## src/logic/ldd_shadow_pkg.sv

```systemverilog
package ldd_shadow_pkg;
	// shadow bank offsets on the management port
	localparam logic [7:0] OFS_TX_CONFIG_2 = 8'he5;
	localparam logic [7:0] OFS_TX_CONFIG_3 = 8'he6;
	localparam logic [7:0] OFS_TX_CONFIG_4 = 8'he7;
	localparam logic [7:0] OFS_TX_CONFIG_5 = 8'he8;
	localparam logic [7:0] OFS_TX_CONFIG_6 = 8'he9;
	localparam logic [7:0] OFS_TX_CONFIG_7 = 8'hea;
	localparam logic [7:0] OFS_RESERVED    = 8'heb;
	localparam logic [7:0] OFS_LOS_HIGH    = 8'hec;
	localparam logic [7:0] OFS_LOS_LOW     = 8'hed;
	localparam int         NUM_REGS        = 9;
	localparam logic [7:0] REG_RESET       = 8'h00;
	localparam logic [7:0] READ_FILL       = 8'h00;
	localparam logic [3:0] IDX_TX5  = 4'(OFS_TX_CONFIG_5 - OFS_TX_CONFIG_2);
	localparam logic [3:0] IDX_LOSH = 4'(OFS_LOS_HIGH - OFS_TX_CONFIG_2);
	localparam logic [3:0] IDX_LOSL = 4'(OFS_LOS_LOW - OFS_TX_CONFIG_2);

	// refresh sequence: items 0..5 are tx config 2..7, item 6 the los byte
	localparam logic [2:0] ITEM_TX5 = 3'h3;
	localparam logic [2:0] ITEM_LOS = 3'h6;

	// driver-side 3-wire addresses
	localparam logic [6:0] DRV_STATUS_ADDR = 7'h00;
	localparam logic [6:0] DRV_CONFIG_BASE = 7'h01;
	localparam logic [6:0] DRV_LOS_ADDR    = 7'h08;
	localparam int         STATUS_POR_BIT  = 7;

	// timing
	localparam int CLK_MHZ       = 25;
	localparam int LINK_HALF_NS  = 160;
	localparam int LINK_HALF_CYC = (LINK_HALF_NS * CLK_MHZ + 999) / 1000;
	localparam int POLL_US       = 1000;
	localparam int POLL_CYC      = POLL_US * CLK_MHZ;
	localparam logic [3:0] LAST_BIT   = 4'hf;
	localparam logic [3:0] TURN_BIT   = 4'h7;

	typedef enum logic [2:0] {
		ST_IDLE  = 3'b000,
		ST_LOAD  = 3'b001,
		ST_WAIT  = 3'b010,
		ST_POLL  = 3'b011,
		ST_POLLW = 3'b100
	} seq_state_t;

	typedef enum logic [1:0] {
		LK_IDLE = 2'b00,
		LK_LOW  = 2'b01,
		LK_HIGH = 2'b10,
		LK_END  = 2'b11
	} link_state_t;
endpackage

```

## src/logic/link_req_if.sv

```systemverilog
`timescale 1ns/1ps
interface link_req_if;
	logic       start;
	logic       rd;
	logic [6:0] addr;
	logic [7:0] wdata;
	logic       busy;
	logic       done;
	logic [7:0] rdata;
	modport master (output start, rd, addr, wdata,
		input busy, done, rdata);
	modport engine (input start, rd, addr, wdata,
		output busy, done, rdata);
endinterface

```

## src/logic/link_shifter.sv

```systemverilog
`timescale 1ns/1ps
module link_shifter (
	input  wire logic clk,
	input  wire logic rst_n,
	input  wire logic sda_in,
	link_req_if.engine req,
	output logic      sclk,
	output logic      cs,
	output logic      sda_out,
	output logic      sda_oe
);
	typedef struct packed {
		ldd_shadow_pkg::link_state_t st;
		logic [2:0]                  div;
		logic [3:0]                  bitc;
		logic [15:0]                 sh;
		logic                        rd;
		logic [7:0]                  rdata;
		logic                        sclk;
		logic                        cs;
		logic                        sda_o;
		logic                        oe;
		logic                        busy;
		logic                        done;
	} eng_t;

	eng_t s;
	eng_t next_s;
	logic tick;

	////////////////////////////////////////////////////////////////////////
	// link clock comes from a divider: this end owns it
	always_comb
	begin
		next_s = s;
		next_s.done = 1'b0;
		tick = (s.div == 3'(ldd_shadow_pkg::LINK_HALF_CYC - 1));
		if (s.st != ldd_shadow_pkg::LK_IDLE)
			next_s.div = tick ? 3'h0 : s.div + 3'h1;
		unique case (s.st)
			ldd_shadow_pkg::LK_IDLE:
				if (req.start)
				begin
					next_s.st = ldd_shadow_pkg::LK_LOW;
					next_s.sh = {req.rd, req.addr, req.wdata};
					next_s.rd = req.rd;
					next_s.bitc = 4'h0;
					next_s.div = 3'h0;
					next_s.cs = 1'b1;
					next_s.busy = 1'b1;
					next_s.oe = 1'b1;
					next_s.sda_o = req.rd;
				end
			ldd_shadow_pkg::LK_LOW:
				if (tick)
				begin
					next_s.sclk = 1'b1;
					next_s.st = ldd_shadow_pkg::LK_HIGH;
					// read data is taken on the rising edge of the data phase
					if (s.rd && s.bitc > ldd_shadow_pkg::TURN_BIT)
						next_s.rdata = {s.rdata[6:0], sda_in};
				end
			ldd_shadow_pkg::LK_HIGH:
				if (tick)
				begin
					next_s.sclk = 1'b0;
					if (s.bitc == ldd_shadow_pkg::LAST_BIT)
					begin
						next_s.st = ldd_shadow_pkg::LK_END;
						next_s.oe = 1'b0;
					end
					else
					begin
						next_s.bitc = s.bitc + 4'h1;
						next_s.st = ldd_shadow_pkg::LK_LOW;
						next_s.sh = {s.sh[14:0], 1'b0};
						next_s.sda_o = s.sh[14];
						// turn the line round for the driver's data byte
						next_s.oe = !(s.rd && s.bitc >= ldd_shadow_pkg::TURN_BIT);
					end
				end
			ldd_shadow_pkg::LK_END:
				if (tick)
				begin
					next_s.cs = 1'b0;
					next_s.busy = 1'b0;
					next_s.done = 1'b1;
					next_s.st = ldd_shadow_pkg::LK_IDLE;
				end
		endcase
	end

	always_ff @(posedge clk)
	begin
		if (!rst_n)
			s <= '0;
		else
			s <= next_s;
	end

	assign req.busy  = s.busy;
	assign req.done  = s.done;
	assign req.rdata = s.rdata;
	assign sclk      = s.sclk;
	assign cs        = s.cs;
	assign sda_out   = s.sda_o;
	assign sda_oe    = s.oe;
endmodule

```

## src/logic/ldd_shadow_regs.sv

```systemverilog
`timescale 1ns/1ps
module ldd_shadow_regs #(
	parameter int POLL_CYCLES = ldd_shadow_pkg::POLL_CYC
) (
	input  wire logic       SYS_CLK,
	input  wire logic       RESET_N,
	input  wire logic [7:0] REG_ADDR,
	input  wire logic [7:0] REG_WDATA,
	input  wire logic       REG_WR,
	input  wire logic       REG_RD,
	input  wire logic       LEVEL1_PASSWORD_OK,
	input  wire logic       LEVEL2_PASSWORD_OK,
	input  wire logic       TABLE_RW_GRANT,
	input  wire logic       TABLE_READ_GRANT,
	output logic      [7:0] REG_RDATA,
	output logic            REG_ACK,
	output logic            REG_DENIED,
	input  wire logic       POWER_ON_ANALOG_LEVEL,
	input  wire logic       TX_DISABLE,
	input  wire logic       DUAL_CLOSED_LOOP,
	input  wire logic [7:0] DRIVER_TX_CONFIG_5_LUT,
	input  wire logic       LOS_THRESHOLD_SELECT,
	input  wire logic       AMP_BYTES_ENABLE,
	input  wire logic       AUTO_LINK_DISABLE,
	output logic            LINK_SCLK,
	output logic            LINK_CS,
	input  wire logic       LINK_SDA_IN,
	output logic            LINK_SDA_OUT,
	output logic            LINK_SDA_OE,
	output logic            REFRESH_BUSY
);
	typedef struct packed {
		logic [8:0][7:0]            cfg;
		logic                       poa_s1;
		logic                       poa_s2;
		logic                       txd_s1;
		logic                       txd_s2;
		logic                       txd_d;
		logic                       sda_s1;
		logic                       sda_s2;
		logic                       pwr_sent;
		logic                       pending;
		ldd_shadow_pkg::seq_state_t st;
		logic [2:0]                 item;
		logic [15:0]                poll_cnt;
		logic                       start;
		logic                       rd;
		logic [6:0]                 addr;
		logic [7:0]                 wdata;
		logic [7:0]                 rdata;
		logic                       ack;
		logic                       denied;
		logic                       busy;
	} regs_t;

	regs_t      s;
	regs_t      next_s;
	logic       trig;
	logic       por_seen;
	logic [3:0] idx;
	link_req_if lk ();

	////////////////////////////////////////////////////////////////////////
	function automatic logic read_ok(input logic pw1, input logic pw2,
		input logic rwg, input logic rdg);
		read_ok = pw2 | (pw1 & (rwg | rdg));
	endfunction

	function automatic logic write_ok(input logic pw1, input logic pw2,
		input logic rwg);
		write_ok = pw2 | (pw1 & rwg);
	endfunction

	function automatic logic in_bank(input logic [7:0] a);
		in_bank = a >= ldd_shadow_pkg::OFS_TX_CONFIG_2
			&& a <= ldd_shadow_pkg::OFS_LOS_LOW
			&& a != ldd_shadow_pkg::OFS_RESERVED;
	endfunction

	function automatic logic [7:0] item_value(input logic [2:0] it,
		input logic [8:0][7:0] c, input logic dcl,
		input logic [7:0] lut, input logic sel);
		if (it == ldd_shadow_pkg::ITEM_LOS)
			item_value = sel ? c[ldd_shadow_pkg::IDX_LOSH]
				: c[ldd_shadow_pkg::IDX_LOSL];
		else if (it == ldd_shadow_pkg::ITEM_TX5 && dcl)
			item_value = lut;
		else
			item_value = c[it];
	endfunction

	////////////////////////////////////////////////////////////////////////
	always_comb
	begin
		next_s = s;
		next_s.poa_s1 = POWER_ON_ANALOG_LEVEL;
		next_s.poa_s2 = s.poa_s1;
		next_s.txd_s1 = TX_DISABLE;
		next_s.txd_s2 = s.txd_s1;
		next_s.txd_d = s.txd_s2;
		next_s.sda_s1 = LINK_SDA_IN;
		next_s.sda_s2 = s.sda_s1;
		next_s.start = 1'b0;
		next_s.ack = 1'b0;
		next_s.denied = 1'b0;
		idx = 4'(REG_ADDR - ldd_shadow_pkg::OFS_TX_CONFIG_2);

		// host access; reserved slot and foreign offsets read as fill
		if (REG_WR)
		begin
			next_s.ack = 1'b1;
			if (in_bank(REG_ADDR) && write_ok(LEVEL1_PASSWORD_OK,
				LEVEL2_PASSWORD_OK, TABLE_RW_GRANT))
				next_s.cfg[idx] = REG_WDATA;
			else
				next_s.denied = 1'b1;
		end
		else if (REG_RD)
		begin
			next_s.ack = 1'b1;
			if (in_bank(REG_ADDR) && read_ok(LEVEL1_PASSWORD_OK,
				LEVEL2_PASSWORD_OK, TABLE_RW_GRANT,
				TABLE_READ_GRANT))
				next_s.rdata = s.cfg[idx];
			else
			begin
				next_s.rdata = ldd_shadow_pkg::READ_FILL;
				next_s.denied = 1'b1;
			end
		end

		// refresh triggers
		if (s.poa_s2 && !s.pwr_sent)
			next_s.pwr_sent = 1'b1;
		por_seen = s.st == ldd_shadow_pkg::ST_POLLW && lk.done
			&& lk.rdata[ldd_shadow_pkg::STATUS_POR_BIT];
		trig = (s.poa_s2 && !s.pwr_sent)
			|| (s.txd_s2 && !s.txd_d)
			|| por_seen;

		unique case (s.st)
			ldd_shadow_pkg::ST_IDLE:
				if (AUTO_LINK_DISABLE)
				begin
					next_s.pending = 1'b0;
					next_s.poll_cnt = 16'(POLL_CYCLES - 1);
				end
				else if (s.pending)
				begin
					next_s.pending = 1'b0;
					next_s.item = 3'h0;
					next_s.st = ldd_shadow_pkg::ST_LOAD;
				end
				else if (s.poll_cnt == 16'h0000)
				begin
					next_s.poll_cnt = 16'(POLL_CYCLES - 1);
					next_s.st = ldd_shadow_pkg::ST_POLL;
				end
				else
					next_s.poll_cnt = s.poll_cnt - 16'h0001;
			ldd_shadow_pkg::ST_LOAD:
				if (AUTO_LINK_DISABLE)
					next_s.st = ldd_shadow_pkg::ST_IDLE;
				else if (s.item == ldd_shadow_pkg::ITEM_LOS
					&& !AMP_BYTES_ENABLE)
					next_s.st = ldd_shadow_pkg::ST_IDLE;
				else if (!lk.busy)
				begin
					next_s.start = 1'b1;
					next_s.rd = 1'b0;
					next_s.addr = (s.item == ldd_shadow_pkg::ITEM_LOS)
						? ldd_shadow_pkg::DRV_LOS_ADDR
						: ldd_shadow_pkg::DRV_CONFIG_BASE + 7'(s.item);
					next_s.wdata = item_value(s.item, s.cfg,
						DUAL_CLOSED_LOOP, DRIVER_TX_CONFIG_5_LUT,
						LOS_THRESHOLD_SELECT);
					next_s.st = ldd_shadow_pkg::ST_WAIT;
				end
			ldd_shadow_pkg::ST_WAIT:
				// a sequence runs to its end before a new one, unless the auto link switch stops it in ST_LOAD
				if (lk.done)
				begin
					if (s.item == ldd_shadow_pkg::ITEM_LOS)
						next_s.st = ldd_shadow_pkg::ST_IDLE;
					else
					begin
						next_s.item = s.item + 3'h1;
						next_s.st = ldd_shadow_pkg::ST_LOAD;
					end
				end
			ldd_shadow_pkg::ST_POLL:
				if (AUTO_LINK_DISABLE)
					next_s.st = ldd_shadow_pkg::ST_IDLE;
				else if (!lk.busy)
				begin
					next_s.start = 1'b1;
					next_s.rd = 1'b1;
					next_s.addr = ldd_shadow_pkg::DRV_STATUS_ADDR;
					next_s.st = ldd_shadow_pkg::ST_POLLW;
				end
			ldd_shadow_pkg::ST_POLLW:
				if (lk.done)
					next_s.st = ldd_shadow_pkg::ST_IDLE;
			default:
				next_s.st = ldd_shadow_pkg::ST_IDLE;
		endcase

		// set beats the clear at sequence start; many triggers fold to one
		if (trig && !AUTO_LINK_DISABLE)
			next_s.pending = 1'b1;
		next_s.busy = next_s.st == ldd_shadow_pkg::ST_LOAD
			|| next_s.st == ldd_shadow_pkg::ST_WAIT;
	end

	always_ff @(posedge SYS_CLK)
	begin
		if (!RESET_N)
		begin
			s <= '0;
			s.cfg <= {ldd_shadow_pkg::NUM_REGS{ldd_shadow_pkg::REG_RESET}};
			s.poll_cnt <= 16'(POLL_CYCLES - 1);
		end
		else
			s <= next_s;
	end

	////////////////////////////////////////////////////////////////////////
	assign lk.start = s.start;
	assign lk.rd    = s.rd;
	assign lk.addr  = s.addr;
	assign lk.wdata = s.wdata;

	link_shifter u_link (
		.clk     (SYS_CLK),
		.rst_n   (RESET_N),
		.sda_in  (s.sda_s2),
		.req     (lk),
		.sclk    (LINK_SCLK),
		.cs      (LINK_CS),
		.sda_out (LINK_SDA_OUT),
		.sda_oe  (LINK_SDA_OE)
	);

	assign REG_RDATA    = s.rdata;
	assign REG_ACK      = s.ack;
	assign REG_DENIED   = s.denied;
	assign REFRESH_BUSY = s.busy;
endmodule

```

## config.mk

```make
export PLATFORM = sky130hd
export DESIGN_NAME = ldd_shadow_regs
export DESIGN_NICKNAME = d
export VERILOG_FILES = /design/src/logic/ldd_shadow_pkg.sv /design/src/logic/link_req_if.sv /design/src/logic/link_shifter.sv /design/src/logic/ldd_shadow_regs.sv
export SDC_FILE = /design/constraint.sdc
export NUM_CORES = 1
export LEC_CHECK = 0
export BUFFER_PORTS_ARGS = -buffer_cell sky130_fd_sc_hd__buf_2
export CAP_MARGIN = 10
export CORE_ASPECT_RATIO = 0.7
export CORE_MARGIN = 3
export CORE_UTILIZATION = 40
export CTS_BUF_LIST = sky130_fd_sc_hd__clkbuf_4 sky130_fd_sc_hd__clkbuf_8
export DETAILED_ROUTE_END_ITERATION = 12
export PLACE_DENSITY_LB_ADDON = 0.2
export SYNTH_ARGS = -nofsm -noshare
export SYNTH_HDL_FRONTEND = slang
export SYNTH_SLANG_ARGS = --single-unit
export TNS_END_PERCENT = 100
```

## constraint.sdc

```tcl
create_clock -name SYS_CLK -period 3.29 [get_ports SYS_CLK]
set_input_delay 0.4935 -clock SYS_CLK [delete_from_list [all_inputs] [get_ports SYS_CLK]]
set_output_delay 0.4935 -clock SYS_CLK [all_outputs]
set_load 0.03 [all_outputs]
```

; After elaboration in Yosys (flattened, before gate mapping)
; Index checks and enable logic that the tools add are counted.
[word_totals]
reg_bits = 170
input_bits = 39
word_cells = 203
output_inout_bits = 15
[classes]
n_bitwise = 9
magnitude_cmp = 7
eq_ne = 29
reduce_logical = 46
mux = 65
addsub = 6
[op_table]
columns = cell, count
row1 = $bwmux W72, 1
row2 = $mux W8, 7
row3 = $mux W17, 3
row4 = $mux W16, 3
row5 = $mux W20, 2
row6 = $pmux W20 S2, 1
row7 = $mux W3, 13
row8 = $bmux W8 S4, 1
row9 = $demux W8 S4, 1
row10 = $mux W26, 1
row11 = $bmux W8 S3, 1
row12 = $ne A2 B2 Y1 const B, 11
row13 = $mux W9, 2
row14 = $pmux W9 S2, 1
row15 = $logic_not A16 Y1, 1
row16 = $mux W2, 8
row17 = $sub A16 B1 Y16 const B, 1
row18 = $eq A3 B2 Y1 const B, 5
row19 = $pmux W3 S5, 1
row20 = $logic_and A1 B1 Y1, 14
row21 = $reduce_bool A2 Y1, 7
row22 = $mux W6, 2
row23 = $reduce_and A3 Y1, 4
row24 = $reduce_and A4 Y1, 3
row25 = other kinds (34), 68

; Logic depth before layout (Yosys ltp)
[logic_depth]
word_depth = 8
depth_mapped = 11

; By module
; From an unflattened synthesis, not the netlist that was laid out.
[unflattened]
cells_unflattened = 903
hier_area_um2 = 8489.4
[by_module_without_submodules]
columns = module, n_inst, cells_per_inst, area_each_um2
row1 = ldd_shadow_regs, 1, 698, 6666.4
row2 = link_shifter, 1, 205, 1823.0

; Least setup slack after synthesis
; OpenSTA, ideal clock, no wires.
[synth_timing]
path_type = input-to-reg
from = input port REG_ADDR[0]
to = register s[130] (netlist bit)
path_stages = 10
path_slack_ns = 0.503
t_required_ns = 3.162
arrival_time_ns = 2.660
path_buffers = 3
path_cell_list = buf_6 -> buf_2 -> inv_1 -> ha_1 -> buf_4 -> xor2_4 -> nand3_4 -> nor4_4 -> mux2i_1 -> nor2_1
[synth_via]
elab_chain_len = 6
word_cells_on_any_way = 14
classes_between = 1 x add/sub / 4 x order compare / 1 x eq/ne / 3 x mux / 5 x reduce/logical
[synth_rtl]
columns = element, line
row1 = start: declaration, ldd_shadow_regs.sv:7  ; input wire logic [7:0] REG_ADDR,
row2 = $sub A4 B3 Y4, ldd_shadow_regs.sv:106  ; idx = 4'(REG_ADDR - ldd_shadow_pkg::OFS_TX_CONFIG_2);
row3 = $lt A4 B5 Y1 (not written as such) / $ge A4 B1 Y1 (equally long branches), ldd_shadow_regs.sv:114  ; next_s.cfg[idx] = REG_WDATA;
row4 = $logic_and A1 B1 Y1 (not written as such), ldd_shadow_regs.sv:114
row5 = $mux W8 (not written as such), ldd_shadow_regs.sv:114
row6 = $demux W8 S4, ldd_shadow_regs.sv:114
row7 = $bwmux W72, ldd_shadow_regs.sv:114
row8 = end signal: assignment, ldd_shadow_regs.sv:224  ; s <= next_s;
row9 = end: declaration, ldd_shadow_regs.sv:56  ; regs_t s;
; Parallel ways exist; a longest one is shown, timed or not.
; A chain may end at the register's enable or synchronous reset.

; Worst setup path after layout
[layout_timing]
from = register s, in the netlist lk.start
to = register u_link.s[21] (netlist bit)
[layout_via]
elab_chain_len = 2
[layout_rtl]
columns = element, line
row1 = $ne A2 B2 Y1 (no source line), --
row2 = $reduce_and A4 Y1 (no source line), --
row3 = end signal: assignment, link_shifter.sv:98  ; s <= next_s;
row4 = end: declaration, link_shifter.sv:27  ; eng_t s;
; No other way between the ends.

==> impl_metrics.ini <==
[setup_path]
arrival_ps = 2710
worstPathRequired_ps = 3660
cp_max_fo = 18
crit_family = compound AO/OA/AOI/OAI gates
crit_path_end_kind = flop
cp_slowest_cell = a32oi_2
cpMostUsedCell = buf_4
path_cells = buf_4 > or3b_1 > a32oi_2 > buf_4 > nor2_1 > a311oi_1
crit_path_start_kind = flop
crit_type = reg2reg
critPathBufInv = 2
cpPeakStageDelay_ps = 630

[grt]
antenna_found_initial = 0
grt_first_pass_wirelength_um = 34200
grt_pass1_vias = 5908
overflow = 0
grt_start_max_net_pins = 62
grt_use_total = 0.197

[cts]
ctsLongestPathBuffers = 2
cts_setup_buffers = 0
cts-root-buf = clkbuf_8
cts-resized-gates = 0
htreeDepth = 4
clkSinkCount = 166
cts_tree = done
cts_hold_buf = 0
clk_pin_slew_ps = 90
numCtsBuffers = 17
worstSkewPairLatency_ps = 460

[routing]
drt_wl_total_um = 21600
drc = 0
drt_iter0_drc = 580
ant_nets = 0
via_count = 6538
viasPerCell = 5.47
wl_per_cell_um = 18.1
firstDrtPassIters = 5

[final_layout]
syn_to_final_growth_pct = 10.6
final_cells = 1195
finalInstanceArea_um2 = 9140
fin_nets = 963
drive_above_1_share = 0.161
diodes = 0
fillCellCount = 1928

[yosys]
syn_nets = 941
yosysSeqAreaShare = 0.402
syn_inst = 890
async_reset_ff_frac = 0
syn_area_per_cell_um2 = 9.29
synth_edf_count = 0
syn_area_um2 = 8270
yosysTopAreaCell = dfxtp_1
synthTopCellsByArea = dfxtp_1 (40%), mux2i_1 (11%), mux4_2 (8.7%), nand2_1 (4.9%), nor2_1 (4.5%)
synth_seq_cells = 166
synth_top_flop_cell = dfxtp_1
synth_top_area_frac = 0.402
yosys.cell_types.count = 65
ys_warn_count = 0

[timing]
fmax_mhz = 428
setup_tns_ps = 0
maxSlewHeadroom = 0.399
worstMarginPinSlew_ps = 896
drv_slew = 0
hold_ws_ps = 231
hold_viol_final = 0
setup_viol = 0
min_period_ps = 2340
rsz0062_at_grt = false
final.setup_skew_ps = 12.8
period_share = 0.710

[floorplanning]
dieArea_um2 = 22500
start_util = 0.412
die_h_um = 126
io_pins = 54
rows = 43
fp.dieW_um = 178
coreArea_um2 = 20100

[pwr]
powerDensity_nw_per_um2 = 433
ir_worst_vdd_mv = 0.173
cellInternalPower_mw = 2.97
p_seq_frac = 0.516
p_leak_nw = 3.47
switching_share = 0.249
pwr-share-clk = 0.410
p_switching_mw = 0.984
pwr-share-comb = 0.074

[run]
drv_cap = 0

[placed_design]
post_dp_cell_area_um2 = 8700
portBuffers = 53
place_congestion = 0.871
dp.cells = 1163
hpwl_um = 15400

[status]
status = completed

[hold_path]
hp-class = in2reg
cells in the mapped netlist, types with 6 or more instances:
library cell,instances
a21oi_1,37
a2bb2oi_1,7
a311oi_1,9
a31oi_1,11
and2_1,16
buf_2,12
buf_4,10
clkbuf_1,40
dfxtp_1,166
ha_1,12
inv_1,14
mux2i_1,89
mux4_2,32
nand2_1,109
nand2b_1,9
nand3_1,34
nand4_1,6
nor2_1,100
nor2b_1,8
nor3_1,18
nor4_1,6
o21ai_0,39
or3_1,10
xnor2_1,11
worst register-to-register path: stages, from the launching register on:
cell and delay [ps]:
dfxtp_1 320, buf_4 220, or3b_1 450, a32oi_2 630, buf_4 320, nor2_1 60
a311oi_1 240
cell type report:
class,count,area (µm²),share of cell area
multi-input cells,642,4570,0.500
flip-flops and latches,166,3320,0.363
repair buffers,70,418,0.0457
well taps,270,338,0.0369
clock buffers,22,297,0.0324
clock inverters,10,144,0.0157
inverters,15,56.3,0.00616
stage by stage:
step / power (mW) / setup slack (ps) / utilization
2_1_floorplan: 2.28 / 503 / -
4_1_cts: 4.00 / 961 / 0.456
3_3_place_gp: 2.38 / 631 / 0.434
6_report: 3.96 / 954 / 0.456
5_1_grt: 4.11 / 793 / 0.456
3_5_place_dp: 2.38 / 538 / 0.434
worst paths after layout:
check / endpoint / slack [ps] / start / cells past startpoint
max: u_link.s[21] / 950 / lk.start / 6
min reg2reg: s[52] / 440 / next_s[52] / 1
min: next_s[55] / 230 / TX_DISABLE / 2
max reg2reg: u_link.s[21] / 950 / lk.start / 6
cell usage in the layout (no fill, tap or decap), types with 4 or more instances in the layout:
cell type,synthesis,layout
a311oi_1,9,9
mux2i_1,89,89
ha_1,12,12
nor3b_1,4,4
nand3b_1,5,5
a31oi_1,11,11
buf_4,10,15
o21a_1,4,4
nor2_1,100,100
nand4_1,6,6
dfxtp_1,166,166
and3_1,4,4
nand3_1,34,34
o21ai_0,39,39
xor2_1,5,5
or3_1,10,10
o211a_1,5,5
and2_1,16,16
mux4_2,32,32
nor2b_1,8,8
inv_1,14,13
a21oi_1,37,37
clkbuf_8,0,21
a2bb2oi_1,7,7
a22oi_1,5,5
buf_2,12,53
nand2b_1,9,9
nor4_1,6,6
nand2_1,109,109
xnor2_1,11,11
nor3_1,18,18
power groups by stage:
stage	clock, mW	combinational [mW]	sequential, mW
final	1.62	0.294	2.04
after global routing	1.75	0.321	2.04
after CTS	1.66	0.295	2.04
after detailed placement	0	0.294	2.09
after global placement	0	0.294	2.09
after floorplan	0	0.189	2.09
flip-flops by register name, indices dropped and copies added (netlist names), 4 cells and up:
register,cells
s,99
u_link.s,25
REG_RDATA,8
lk.wdata,8
u_link.req.rdata,8
lk.addr,4
next_s,4
kinds of logic (layout without fill, tap and decap cells):
logic type | after synthesis | count (layout) | synth area share
xor+xnor | 17 | 17 | 0.0203
compound gates | 141 | 141 | 0.112
flops | 166 | 166 | 0.402
mux | 121 | 121 | 0.195
simple gates | 351 | 351 | 0.207
fa+ha+maj | 12 | 12 | 0.0182
buf+inv | 82 | 117 | 0.0455
metal layers:
| metal | global-route usage | vias up | part of all wire |
|---|---|---|---|
| li1 | - | 3221 | - |
| met1 | 0.321 | 3092 | 0.53 |
| met2 | 0.252 | 202 | 0.38 |
| met3 | 0.0434 | 23 | 0.070 |
| met4 | 0.0549 | 0 | 0.014 |
| met5 | 0 | - | 0 |
(Power assumes the default switching activity.)
